## src/ftbi_pkg.sv

```systemverilog
// Package with register map, field layout, reset values and timing counts of the interrupt block.
package ftbi_pkg;

    // Register offsets.
    localparam logic [7:0] FTBI_REG_FAULT_STAT_ADDR = 8'h18;
    localparam logic [7:0] FTBI_REG_FAULT_MASK_ADDR = 8'h19;
    localparam logic [7:0] FTBI_REG_FAULT_SENSE_ADDR = 8'h1a;
    localparam logic [7:0] FTBI_TEMP_STAT_ADDR = 8'h20;
    localparam logic [7:0] FTBI_TEMP_MASK_ADDR = 8'h21;
    localparam logic [7:0] FTBI_TEMP_SENSE_ADDR = 8'h22;
    localparam logic [7:0] FTBI_BTN_STAT_ADDR = 8'h24;
    localparam logic [7:0] FTBI_BTN_MASK_ADDR = 8'h25;

    // Implemented bit positions per register group; all other bits read zero.
    localparam logic [7:0] FTBI_REG_BITS = 8'h07;
    localparam logic [7:0] FTBI_TEMP_BITS = 8'h05;
    localparam logic [7:0] FTBI_BTN_BITS = 8'h0f;

    // Field positions.
    localparam int FTBI_TEMP_LOW_POS = 0;
    localparam int FTBI_TEMP_HIGH_POS = 2;
    localparam int FTBI_BTN_PUSH_POS = 0;
    localparam int FTBI_BTN_HOLD1_POS = 1;
    localparam int FTBI_BTN_HOLD2_POS = 2;
    localparam int FTBI_BTN_HOLD3_POS = 3;

    // Reset values.
    localparam logic [7:0] FTBI_STAT_RESET = 8'h00;
    localparam logic [7:0] FTBI_SENSE_RESET = 8'h00;
    localparam logic [7:0] FTBI_REG_MASK_RESET = 8'h07;
    localparam logic [7:0] FTBI_TEMP_MASK_RESET = 8'h05;
    localparam logic [7:0] FTBI_BTN_MASK_RESET = 8'h0f;

    // Timing: clock rate, times in milliseconds, derived cycle counts.
    localparam int unsigned FTBI_CLK_HZ = 20000000;
    localparam int unsigned FTBI_FALL_DEBOUNCE_MS = 32;
    localparam int unsigned FTBI_RISE_DEBOUNCE_MS = 32;
    localparam int unsigned FTBI_HOLD1_MS = 1000;
    localparam int unsigned FTBI_HOLD2_MS = 2000;
    localparam int unsigned FTBI_HOLD3_MS = 3000;
    localparam int unsigned FTBI_FALL_DEBOUNCE_CYC = FTBI_CLK_HZ / 1000 * FTBI_FALL_DEBOUNCE_MS;
    localparam int unsigned FTBI_RISE_DEBOUNCE_CYC = FTBI_CLK_HZ / 1000 * FTBI_RISE_DEBOUNCE_MS;
    localparam int unsigned FTBI_HOLD1_CYC = FTBI_CLK_HZ / 1000 * FTBI_HOLD1_MS;
    localparam int unsigned FTBI_HOLD2_CYC = FTBI_CLK_HZ / 1000 * FTBI_HOLD2_MS;
    localparam int unsigned FTBI_HOLD3_CYC = FTBI_CLK_HZ / 1000 * FTBI_HOLD3_MS;

    // Register access request as seen from the control interface front end.
    typedef struct packed {
        logic [7:0] addr;
        logic wr_en;
        logic rd_en;
        logic [7:0] wr_data;
    } ftbi_req_t;

    // Live condition inputs from the analog monitors.
    typedef struct packed {
        logic [2:0] reg_fault;
        logic temp_above_low;
        logic temp_above_high;
    } ftbi_cond_t;

    // Button debounce states.
    typedef enum logic [3:0] {
        FTBI_BTN_RELEASED = 4'b0001,
        FTBI_BTN_FALLING = 4'b0010,
        FTBI_BTN_PRESSED = 4'b0100,
        FTBI_BTN_RISING = 4'b1000
    } ftbi_btn_state_t;

endpackage

```

## src/ftbi_irq.sv

```systemverilog
// Interrupt status, mask and sense logic for regulator faults, die temperature and power button.
`timescale 1ns/100ps

//Contract
// RQ1: A set status bit with a clear mask bit pulls the interrupt request pin low.
// RQ2: A set mask bit keeps its status bit off the pin while the status still records the event.
// RQ3: Regulator fault mask bits 0 to 2 are read-write and reset to 1.
// RQ4: Regulator fault sense bits 0 to 2 read the live fault level, read-only, reset 0.
// RQ5: Thermal status bit 0 sets on any 110 C crossing and bit 2 on any 125 C crossing.
// RQ6: Writing 1 to a status bit clears it.
// RQ7: Status bits stay set until cleared and reset to 0.
// RQ8: Thermal mask bits 0 and 2 are read-write, reset to 1, and bit 1 is unused.
// RQ9: Thermal sense bit 0 reads 1 above 110 C and 0 below, read-only, reset 0.
// RQ10: Thermal sense bit 2 reads 1 above 125 C and 0 below, read-only, reset 0.
// RQ11: Button status bit 0 sets when the button stays low past the falling debounce time.
// RQ12: Button status bit 0 also sets on a release held past the rising debounce after a valid press.
// RQ13: The push flag rises on every change of the debounced push sense in either direction.
// RQ14: Button status bits 1, 2 and 3 set after the press lasts over 1 s, 2 s and 3 s.
// RQ15: The pin is low while any unmasked status bit is set in any register, else released.
// RQ16: Unused bit positions read 0 and ignore writes.
module ftbi_irq
    import ftbi_pkg::*;
#(
    parameter int unsigned FALL_DEBOUNCE_CYCLES = FTBI_FALL_DEBOUNCE_CYC,
    parameter int unsigned RISE_DEBOUNCE_CYCLES = FTBI_RISE_DEBOUNCE_CYC,
    parameter int unsigned HOLD1_CYCLES = FTBI_HOLD1_CYC,
    parameter int unsigned HOLD2_CYCLES = FTBI_HOLD2_CYC,
    parameter int unsigned HOLD3_CYCLES = FTBI_HOLD3_CYC
) (
    // Clock, reset and clock enable.
    input wire logic clock,
    input wire logic rst_n,
    input wire logic clk_en,
    // Register access from the control interface.
    input wire ftbi_req_t req,
    output logic [7:0] rd_data,
    // Live conditions and button pin.
    input wire ftbi_cond_t cond,
    input wire logic power_button,
    // Interrupt request toward the host, active low.
    output logic irq_request_low
);

    // Sense registers and their next values.
    logic [7:0] reg_fault_sense;
    logic [7:0] temp_sense;
    logic [7:0] next_reg_fault_sense;
    logic [7:0] next_temp_sense;

    // Status registers and their next values.
    logic [7:0] reg_fault_stat;
    logic [7:0] temp_stat;
    logic [7:0] btn_stat;
    logic [7:0] next_reg_fault_stat;
    logic [7:0] next_temp_stat;
    logic [7:0] next_btn_stat;

    // Mask registers and their next values.
    logic [7:0] reg_fault_mask;
    logic [7:0] temp_mask;
    logic [7:0] btn_mask;
    logic [7:0] next_reg_fault_mask;
    logic [7:0] next_temp_mask;
    logic [7:0] next_btn_mask;

    // Read data and pin next values.
    logic [7:0] next_rd_data;
    logic next_irq_request_low;

    // Button state.
    ftbi_btn_state_t btn_state;
    ftbi_btn_state_t next_btn_state;
    logic [31:0] debounce_cnt;
    logic [31:0] next_debounce_cnt;
    logic [31:0] hold_cnt;
    logic [31:0] next_hold_cnt;
    logic [7:0] btn_set;
    logic [7:0] temp_set;

    // Button debounce and hold timing; the pin is low while pressed.
    // The pin is taken as a clean synchronous level, so a press shorter than the falling
    // debounce leaves no trace at all; that is the point of the debounce, not a loss.
    // A press that is released and pressed again inside the rising wait keeps its hold count.
    always_comb begin
        next_btn_state = btn_state;
        next_debounce_cnt = debounce_cnt;
        next_hold_cnt = hold_cnt;
        btn_set = 8'h00;
        case (btn_state)
            FTBI_BTN_RELEASED: begin
                // Both counters rest at zero so the next press starts a fresh measurement.
                next_debounce_cnt = 32'h0;
                next_hold_cnt = 32'h0;
                if (!power_button) begin
                    next_btn_state = FTBI_BTN_FALLING;
                end
            end
            FTBI_BTN_FALLING: begin
                // A bounce back high before the time elapses restarts the wait.
                if (power_button) begin
                    next_btn_state = FTBI_BTN_RELEASED;
                    next_debounce_cnt = 32'h0;
                end else if (debounce_cnt >= FALL_DEBOUNCE_CYCLES - 32'd1) begin
                    next_btn_state = FTBI_BTN_PRESSED;
                    next_debounce_cnt = 32'h0;
                    btn_set[FTBI_BTN_PUSH_POS] = 1'b1; // [RQ11] [RQ13]
                end else begin
                    next_debounce_cnt = debounce_cnt + 32'd1;
                end
            end
            FTBI_BTN_PRESSED: begin
                next_debounce_cnt = 32'h0;
                // The hold count saturates, so a very long press cannot wrap and fire again.
                if (hold_cnt != 32'hffffffff) begin
                    next_hold_cnt = hold_cnt + 32'd1;
                end
                // Each hold flag fires once, on the cycle its count is reached.
                btn_set[FTBI_BTN_HOLD1_POS] = (hold_cnt == HOLD1_CYCLES - 32'd1); // [RQ14]
                btn_set[FTBI_BTN_HOLD2_POS] = (hold_cnt == HOLD2_CYCLES - 32'd1); // [RQ14]
                btn_set[FTBI_BTN_HOLD3_POS] = (hold_cnt == HOLD3_CYCLES - 32'd1); // [RQ14]
                if (power_button) begin
                    next_btn_state = FTBI_BTN_RISING;
                end
            end
            FTBI_BTN_RISING: begin
                // Only reachable after a press passed its debounce, so the release counts.
                if (!power_button) begin
                    next_btn_state = FTBI_BTN_PRESSED;
                    next_debounce_cnt = 32'h0;
                end else if (debounce_cnt >= RISE_DEBOUNCE_CYCLES - 32'd1) begin
                    next_btn_state = FTBI_BTN_RELEASED;
                    next_debounce_cnt = 32'h0;
                    btn_set[FTBI_BTN_PUSH_POS] = 1'b1; // [RQ12] [RQ13]
                end else begin
                    next_debounce_cnt = debounce_cnt + 32'd1;
                end
            end
            default: begin
                next_btn_state = FTBI_BTN_RELEASED;
                next_debounce_cnt = 32'h0;
                next_hold_cnt = 32'h0;
            end
        endcase
    end

    // Button timing registers; a low clock enable freezes the debounce wait as well.
    always_ff @(posedge clock) begin
        if (!rst_n) begin
            btn_state <= FTBI_BTN_RELEASED;
            debounce_cnt <= 32'h0;
            hold_cnt <= 32'h0;
        end else if (clk_en) begin
            btn_state <= next_btn_state;
            debounce_cnt <= next_debounce_cnt;
            hold_cnt <= next_hold_cnt;
        end
    end

    // Sense group: the sense registers follow the live levels one cycle later.
    // They take no writes, so a host that writes them by mistake changes nothing.
    always_comb begin
        next_reg_fault_sense = {5'h00, cond.reg_fault} & FTBI_REG_BITS; // [RQ4] [RQ16]
        next_temp_sense = 8'h00;
        next_temp_sense[FTBI_TEMP_LOW_POS] = cond.temp_above_low; // [RQ9]
        next_temp_sense[FTBI_TEMP_HIGH_POS] = cond.temp_above_high; // [RQ10]
    end

    // Sense registers.
    // The registered copy is also the reference against which crossings are found.
    always_ff @(posedge clock) begin
        if (!rst_n) begin
            reg_fault_sense <= FTBI_SENSE_RESET;
            temp_sense <= FTBI_SENSE_RESET;
        end else if (clk_en) begin
            reg_fault_sense <= next_reg_fault_sense;
            temp_sense <= next_temp_sense;
        end
    end

    // Status group: write one to clear, with a set taking priority over a clear.
    // Giving the set priority means an event that lands in the cycle of a clear is never lost;
    // the price is that the host may see a bit it has just cleared come back at once.
    always_comb begin
        logic [7:0] clr;
        // Only a real write may clear; an address with no strobe leaves status alone.
        clr = 8'h00;
        if (req.wr_en) begin
            clr = req.wr_data;
        end
        // A change of the registered level in either direction is a crossing.
        temp_set = (next_temp_sense ^ temp_sense) & FTBI_TEMP_BITS; // [RQ5]
        next_reg_fault_stat = reg_fault_stat;
        next_temp_stat = temp_stat;
        next_btn_stat = btn_stat;
        if (req.addr == FTBI_REG_FAULT_STAT_ADDR) begin
            next_reg_fault_stat = reg_fault_stat & ~clr; // [RQ6]
        end
        if (req.addr == FTBI_TEMP_STAT_ADDR) begin
            next_temp_stat = temp_stat & ~clr; // [RQ6]
        end
        if (req.addr == FTBI_BTN_STAT_ADDR) begin
            next_btn_stat = btn_stat & ~clr; // [RQ6]
        end
        // Regulator events are latched from the live fault level, so a fault that is still
        // present cannot be cleared away.
        next_reg_fault_stat = (next_reg_fault_stat | next_reg_fault_sense)
            & FTBI_REG_BITS; // [RQ7]
        next_temp_stat = (next_temp_stat | temp_set) & FTBI_TEMP_BITS; // [RQ7]
        next_btn_stat = (next_btn_stat | btn_set) & FTBI_BTN_BITS; // [RQ7]
    end

    // Status registers.
    // Unused positions are masked off before they are stored, so they always read zero.
    always_ff @(posedge clock) begin
        if (!rst_n) begin
            reg_fault_stat <= FTBI_STAT_RESET;
            temp_stat <= FTBI_STAT_RESET;
            btn_stat <= FTBI_STAT_RESET;
        end else if (clk_en) begin
            reg_fault_stat <= next_reg_fault_stat;
            temp_stat <= next_temp_stat;
            btn_stat <= next_btn_stat;
        end
    end

    // Mask group: only implemented bits are stored, so unused positions read back as zero.
    // A mask write takes effect on the pin one cycle later, like any status change.
    always_comb begin
        next_reg_fault_mask = reg_fault_mask;
        next_temp_mask = temp_mask;
        next_btn_mask = btn_mask;
        if (req.wr_en && req.addr == FTBI_REG_FAULT_MASK_ADDR) begin
            next_reg_fault_mask = req.wr_data & FTBI_REG_BITS; // [RQ3] [RQ16]
        end
        if (req.wr_en && req.addr == FTBI_TEMP_MASK_ADDR) begin
            next_temp_mask = req.wr_data & FTBI_TEMP_BITS; // [RQ8] [RQ16]
        end
        if (req.wr_en && req.addr == FTBI_BTN_MASK_ADDR) begin
            next_btn_mask = req.wr_data & FTBI_BTN_BITS; // [RQ16]
        end
    end

    // Mask registers; every source starts masked so nothing reaches the pin before setup.
    // The host must clear a mask bit on purpose before its source can raise a request.
    always_ff @(posedge clock) begin
        if (!rst_n) begin
            reg_fault_mask <= FTBI_REG_MASK_RESET;
            temp_mask <= FTBI_TEMP_MASK_RESET;
            btn_mask <= FTBI_BTN_MASK_RESET;
        end else if (clk_en) begin
            reg_fault_mask <= next_reg_fault_mask;
            temp_mask <= next_temp_mask;
            btn_mask <= next_btn_mask;
        end
    end

    // Read data is captured on the read strobe and held otherwise, so a host that samples
    // late still sees the byte it asked for; a read never clears anything.
    // Unmapped addresses answer zero rather than holding the previous byte.
    always_comb begin
        next_rd_data = rd_data;
        if (req.rd_en) begin
            case (req.addr)
                FTBI_REG_FAULT_STAT_ADDR: next_rd_data = reg_fault_stat;
                FTBI_REG_FAULT_MASK_ADDR: next_rd_data = reg_fault_mask;
                FTBI_REG_FAULT_SENSE_ADDR: next_rd_data = reg_fault_sense;
                FTBI_TEMP_STAT_ADDR: next_rd_data = temp_stat;
                FTBI_TEMP_MASK_ADDR: next_rd_data = temp_mask;
                FTBI_TEMP_SENSE_ADDR: next_rd_data = temp_sense;
                FTBI_BTN_STAT_ADDR: next_rd_data = btn_stat;
                FTBI_BTN_MASK_ADDR: next_rd_data = btn_mask;
                default: next_rd_data = 8'h00; // [RQ16]
            endcase
        end
    end

    // Read data register.
    always_ff @(posedge clock) begin
        if (!rst_n) begin
            rd_data <= 8'h00;
        end else if (clk_en) begin
            rd_data <= next_rd_data;
        end
    end

    // The pin is computed from registered status so it never glitches; the cost is one
    // cycle of latency between a status or mask change and the pin.
    always_comb begin
        next_irq_request_low = ~(|(reg_fault_stat & ~reg_fault_mask) // [RQ1] [RQ2] [RQ15]
            | |(temp_stat & ~temp_mask)
            | |(btn_stat & ~btn_mask));
    end

    // Pin register; the pin idles released so a reset never raises a request.
    always_ff @(posedge clock) begin
        if (!rst_n) begin
            irq_request_low <= 1'b1;
        end else if (clk_en) begin
            irq_request_low <= next_irq_request_low;
        end
    end

endmodule

```

## config.mk

```make
export PLATFORM = sky130hd
export DESIGN_NAME = ftbi_irq
export DESIGN_NICKNAME = d
export VERILOG_FILES = /design/src/ftbi_pkg.sv /design/src/ftbi_irq.sv
export SDC_FILE = /design/constraint.sdc
export NUM_CORES = 1
export LEC_CHECK = 0
export BUFFER_PORTS_ARGS = -buffer_cell sky130_fd_sc_hd__clkbuf_2
export CORE_MARGIN = 3
export CORE_UTILIZATION = 55
export DETAILED_ROUTE_END_ITERATION = 10
export GPL_TIMING_DRIVEN = 0
export HOLD_SLACK_MARGIN = 0.15
export PLACE_DENSITY = 0.71
export SETUP_SLACK_MARGIN = 0.2
export SLEW_MARGIN = 40
export SYNTH_ARGS = -nofsm -noshare
export SYNTH_HDL_FRONTEND = slang
export SYNTH_SLANG_ARGS = --single-unit
```

## constraint.sdc

```tcl
create_clock -name clock -period 3.45 [get_ports clock]
set_clock_uncertainty 0.1 [all_clocks]
set_input_delay 0.5175 -clock clock [delete_from_list [all_inputs] [get_ports clock]]
set_output_delay 0.5175 -clock clock [all_outputs]
set_load 0.02 [all_outputs]
```

==> results.sh <==
export IMPL_outcome="finished clean"
export IMPL_synth_most_common_cell="dfxtp_1"
export IMPL_fillers=784
export IMPL_slowest_delay_ps=710
export IMPL_die_w_um=101.8
export IMPL_wl_per_cell_um=15.54
export IMPL_final_util_pct=63.09
export IMPL_htree_num_levels=3
export IMPL_cts_resized=0
export IMPL_critPathMostFrequentCell="buf_2"
export IMPL_io_pins=36
export IMPL_ant_nets=0
export IMPL_rsz0062_at_grt="false"
export IMPL_dieArea_mm2=0.01036
export IMPL_finalHoldViolCount=0
export IMPL_worstPathArrival_ps=3130
export IMPL_synth_top_area_cell="dfxtp_1"
export IMPL_synthCells=616
export IMPL_gr_total_overflow=0
export IMPL_hp_class="in2reg"
export IMPL_synthFlopType="dfxtp_1"
export IMPL_drv_cap=0
export IMPL_clk_insertion_delay_late_ps=370
export IMPL_synth_edff_count=0
export IMPL_cp_slowest_cell="o41ai_1"
export IMPL_ys_seq_area_share_pct=38.08
export IMPL_dp_final_hpwl_mm=8.746
export IMPL_vias_per_cell=6.070
export IMPL_clk_pin_slew_ps=110
export IMPL_first_pass_iters=4
export IMPL_first_global_vias=4270
export IMPL_worstSetupPathType="reg2reg"
export IMPL_antenna_cells=0
export IMPL_finalCritPeriodShare_pct=84.80
export IMPL_place_congestion=0.8612
export IMPL_path_delay_family="simple AND/OR/NAND/NOR gates"
export IMPL_ys_top_cells_by_count="96 x dfxtp_1, 63 x nand2_1, 48 x nor2_1, 42 x a21oi_1"
export IMPL_design_core_area_mm2=0.008806
export IMPL_max_slew_margin_rel_pct=48.33
export IMPL_cts_buffers=9
export IMPL_cp_cell_sequence="buf_2 -> or3b_2 -> a21o_1 -> o41ai_1 -> nand2_1 -> buf_2 -> nor2_1"
export IMPL_wirelength_mm=11.95
export IMPL_dr_first_iter_drc_count=246
export IMPL_synth_top_area_share_pct=38.08
export IMPL_finalCriticalPeriod_ps=2926
export IMPL_num_vias=4668
export IMPL_syn_area_per_cell_um2=8.194
export IMPL_clockBufferDepth=2
export IMPL_seqCellArea_mm2=0.001922
export IMPL_start_util_pct=57.32
export IMPL_timing_reg2reg_setup_slack_ps=520
export IMPL_async_flop_share_pct=0
export IMPL_antenna_found_initial=0
export IMPL_cp_num_buf_inv=2
export IMPL_synth_area_leaders="dfxtp_1 38%, nand2_1 4.7%, a21oi_1 4.2%, or3_1 3.7%, nor2_1 3.6%"
export IMPL_max_freq_mhz=341.8
export IMPL_globalRouteTotalUtil_pct=23.75
export IMPL_tightestPinTransition_ps=765.1
export IMPL_grt_pass1_wl_mm=19.98
export IMPL_p_leak_nw=1.812
export IMPL_ir_worst_vdd_mv=0.2134
export IMPL_fin_tns_setup_ps=0
export IMPL_multi_input_area_mm2=0.002900
export IMPL_synth_seq_cells=96
export IMPL_num_nets_final=685
export IMPL_finalMaxSlewViolations=0
export IMPL_yosys_warnings=0
export IMPL_netlist_area_mm2=0.005047
export IMPL_clock_sinks=96
export IMPL_cts_hold_buffers_added=0
export IMPL_cts_tree="yes"
export IMPL_powerDensity_mw_per_mm2=381.6
export IMPL_syn_to_final_growth_pct=10.06
export IMPL_fp_row_count=34
export IMPL_grt_max_degree=18
export IMPL_crit_path_end_kind="flip-flop"
export IMPL_worst_setup_path_start_kind="flip-flop"
export IMPL_drcViolationCount=0
export IMPL_port_buffers=26
export IMPL_drive_gt1_share_pct=12.25
export IMPL_clock_tree_root_cell="clkbuf_8"
export IMPL_cts_setup_buffers=0
export IMPL_cp_max_fo=10
export IMPL_synth_cell_type_count=63
export IMPL_required_ps=3650
export IMPL_die_y_um=101.8
export IMPL_setup_viol=0
[cells in the final DEF (no fill, tap or decap), types with 4 or more instances in the layout]
| master | count |
|---|---|
| nand3_1 | 34 |
| buf_2 | 4 |
| and3_1 | 14 |
| o21ai_0 | 34 |
| nand3b_1 | 4 |
| a21oi_1 | 42 |
| clkbuf_1 | 18 |
| a22oi_1 | 4 |
| xor2_1 | 8 |
| dfxtp_1 | 96 |
| mux2i_1 | 11 |
| a31oi_1 | 6 |
| clkbuf_2 | 26 |
| buf_4 | 4 |
| a21oi_2 | 7 |
| nand2_1 | 63 |
| o41ai_1 | 5 |
| nor2_1 | 48 |
| nor4_1 | 14 |
| xnor2_1 | 17 |
| or4_1 | 7 |
| nor2b_1 | 4 |
| o21ai_2 | 7 |
| and4_1 | 12 |
| clkbuf_8 | 9 |
| inv_1 | 20 |
| or3_1 | 30 |
| nor4b_1 | 5 |
| nand4_1 | 19 |
| o211ai_1 | 4 |
| conb_1 | 4 |
| and2_1 | 8 |
| o31ai_1 | 4 |
| nor3_1 | 10 |
[registers in the layout, summed over array words and instances, names as in the netlist]
name / cells
btn_mask: 4
btn_stat: 4
btn_state: 4
debounce_cnt: 32
hold_cnt: 32
irq_request_low: 1
rd_data: 4
reg_fault_mask: 3
reg_fault_sense: 3
reg_fault_stat: 3
temp_mask: 2
temp_sense: 2
temp_stat: 2
[layer usage]
layer  global-route usage (%)  vias up  part of all wire, %
met1                    32.98     2200                   48
met3                    4.408       11                  5.0
li1                         -     2329                    -
met5                        0        -                    0
met4                    6.442        0                 0.86
met2                    37.98      128                   46
[where the power goes]
group,switching [mW],internal (mW)
clock network,0.422,0.418
logic,0.0964,0.0540
registers,0.0104,1.12
[tightest hold or removal path: stages]
cell	delay (ps)
clkbuf_2	100
nand3_1	60
nand3_1	70
[per-stage QoR]
stage | hold slack [ps] | instance area [µm²] | setup WS [ps] | std cells | total power [mW]
2_1_floorplan | 337.2 | 5059 | 911.5 | 619 | 1.255
3_3_place_gp | 354.6 | 5324 | 496.7 | 753 | 1.301
3_5_place_dp | 365.4 | 5330 | 426.0 | 753 | 1.304
4_1_cts | 309.5 | 5555 | 581.3 | 769 | 2.133
5_1_grt | 305.8 | 5555 | 443.4 | 769 | 2.202
6_report | 326.2 | 5555 | 524.4 | 769 | 2.120
[path summary, 6_finish.rpt]
path | endpoint | start | cells after the start
setup / recovery | debounce_cnt[16]$_SDFFE_PN0P_ | btn_state[1]$_SDFFE_PN0P_ | 7
hold / removal | btn_mask[1]$_SDFFE_PN1P_ | req[1] | 3
setup reg to reg | debounce_cnt[16]$_SDFFE_PN0P_ | btn_state[1]$_SDFFE_PN0P_ | 7
hold reg to reg | reg_fault_sense[1]$_SDFFE_PN0P_ | reg_fault_sense[1]$_SDFFE_PN0P_ | 2
[layout make-up]
cell class / count / share of cell area [%]
flip-flops and latches: 96 / 34.59
inverters: 20 / 1.351
repair buffers: 26 / 2.342
plain buffers: 31 / 3.018
well taps: 108 / 2.432
clock inverters: 7 / 1.824
clock buffers: 9 / 2.230
multi-input cells: 472 / 52.21
[kinds of logic after synthesis]
kind of cell / share of synthesized area [%]
multiplexers: 2.182
buffers and inverters: 4.809
XOR/XNOR: 4.660
flip-flops: 38.08
other: 0.07430
AND/OR/NAND/NOR: 31.93
AO/OA/AOI/OAI: 17.77
adder cells (fa/ha/maj): 0.4957
Note: power is estimated with default switching activity, not from simulation.
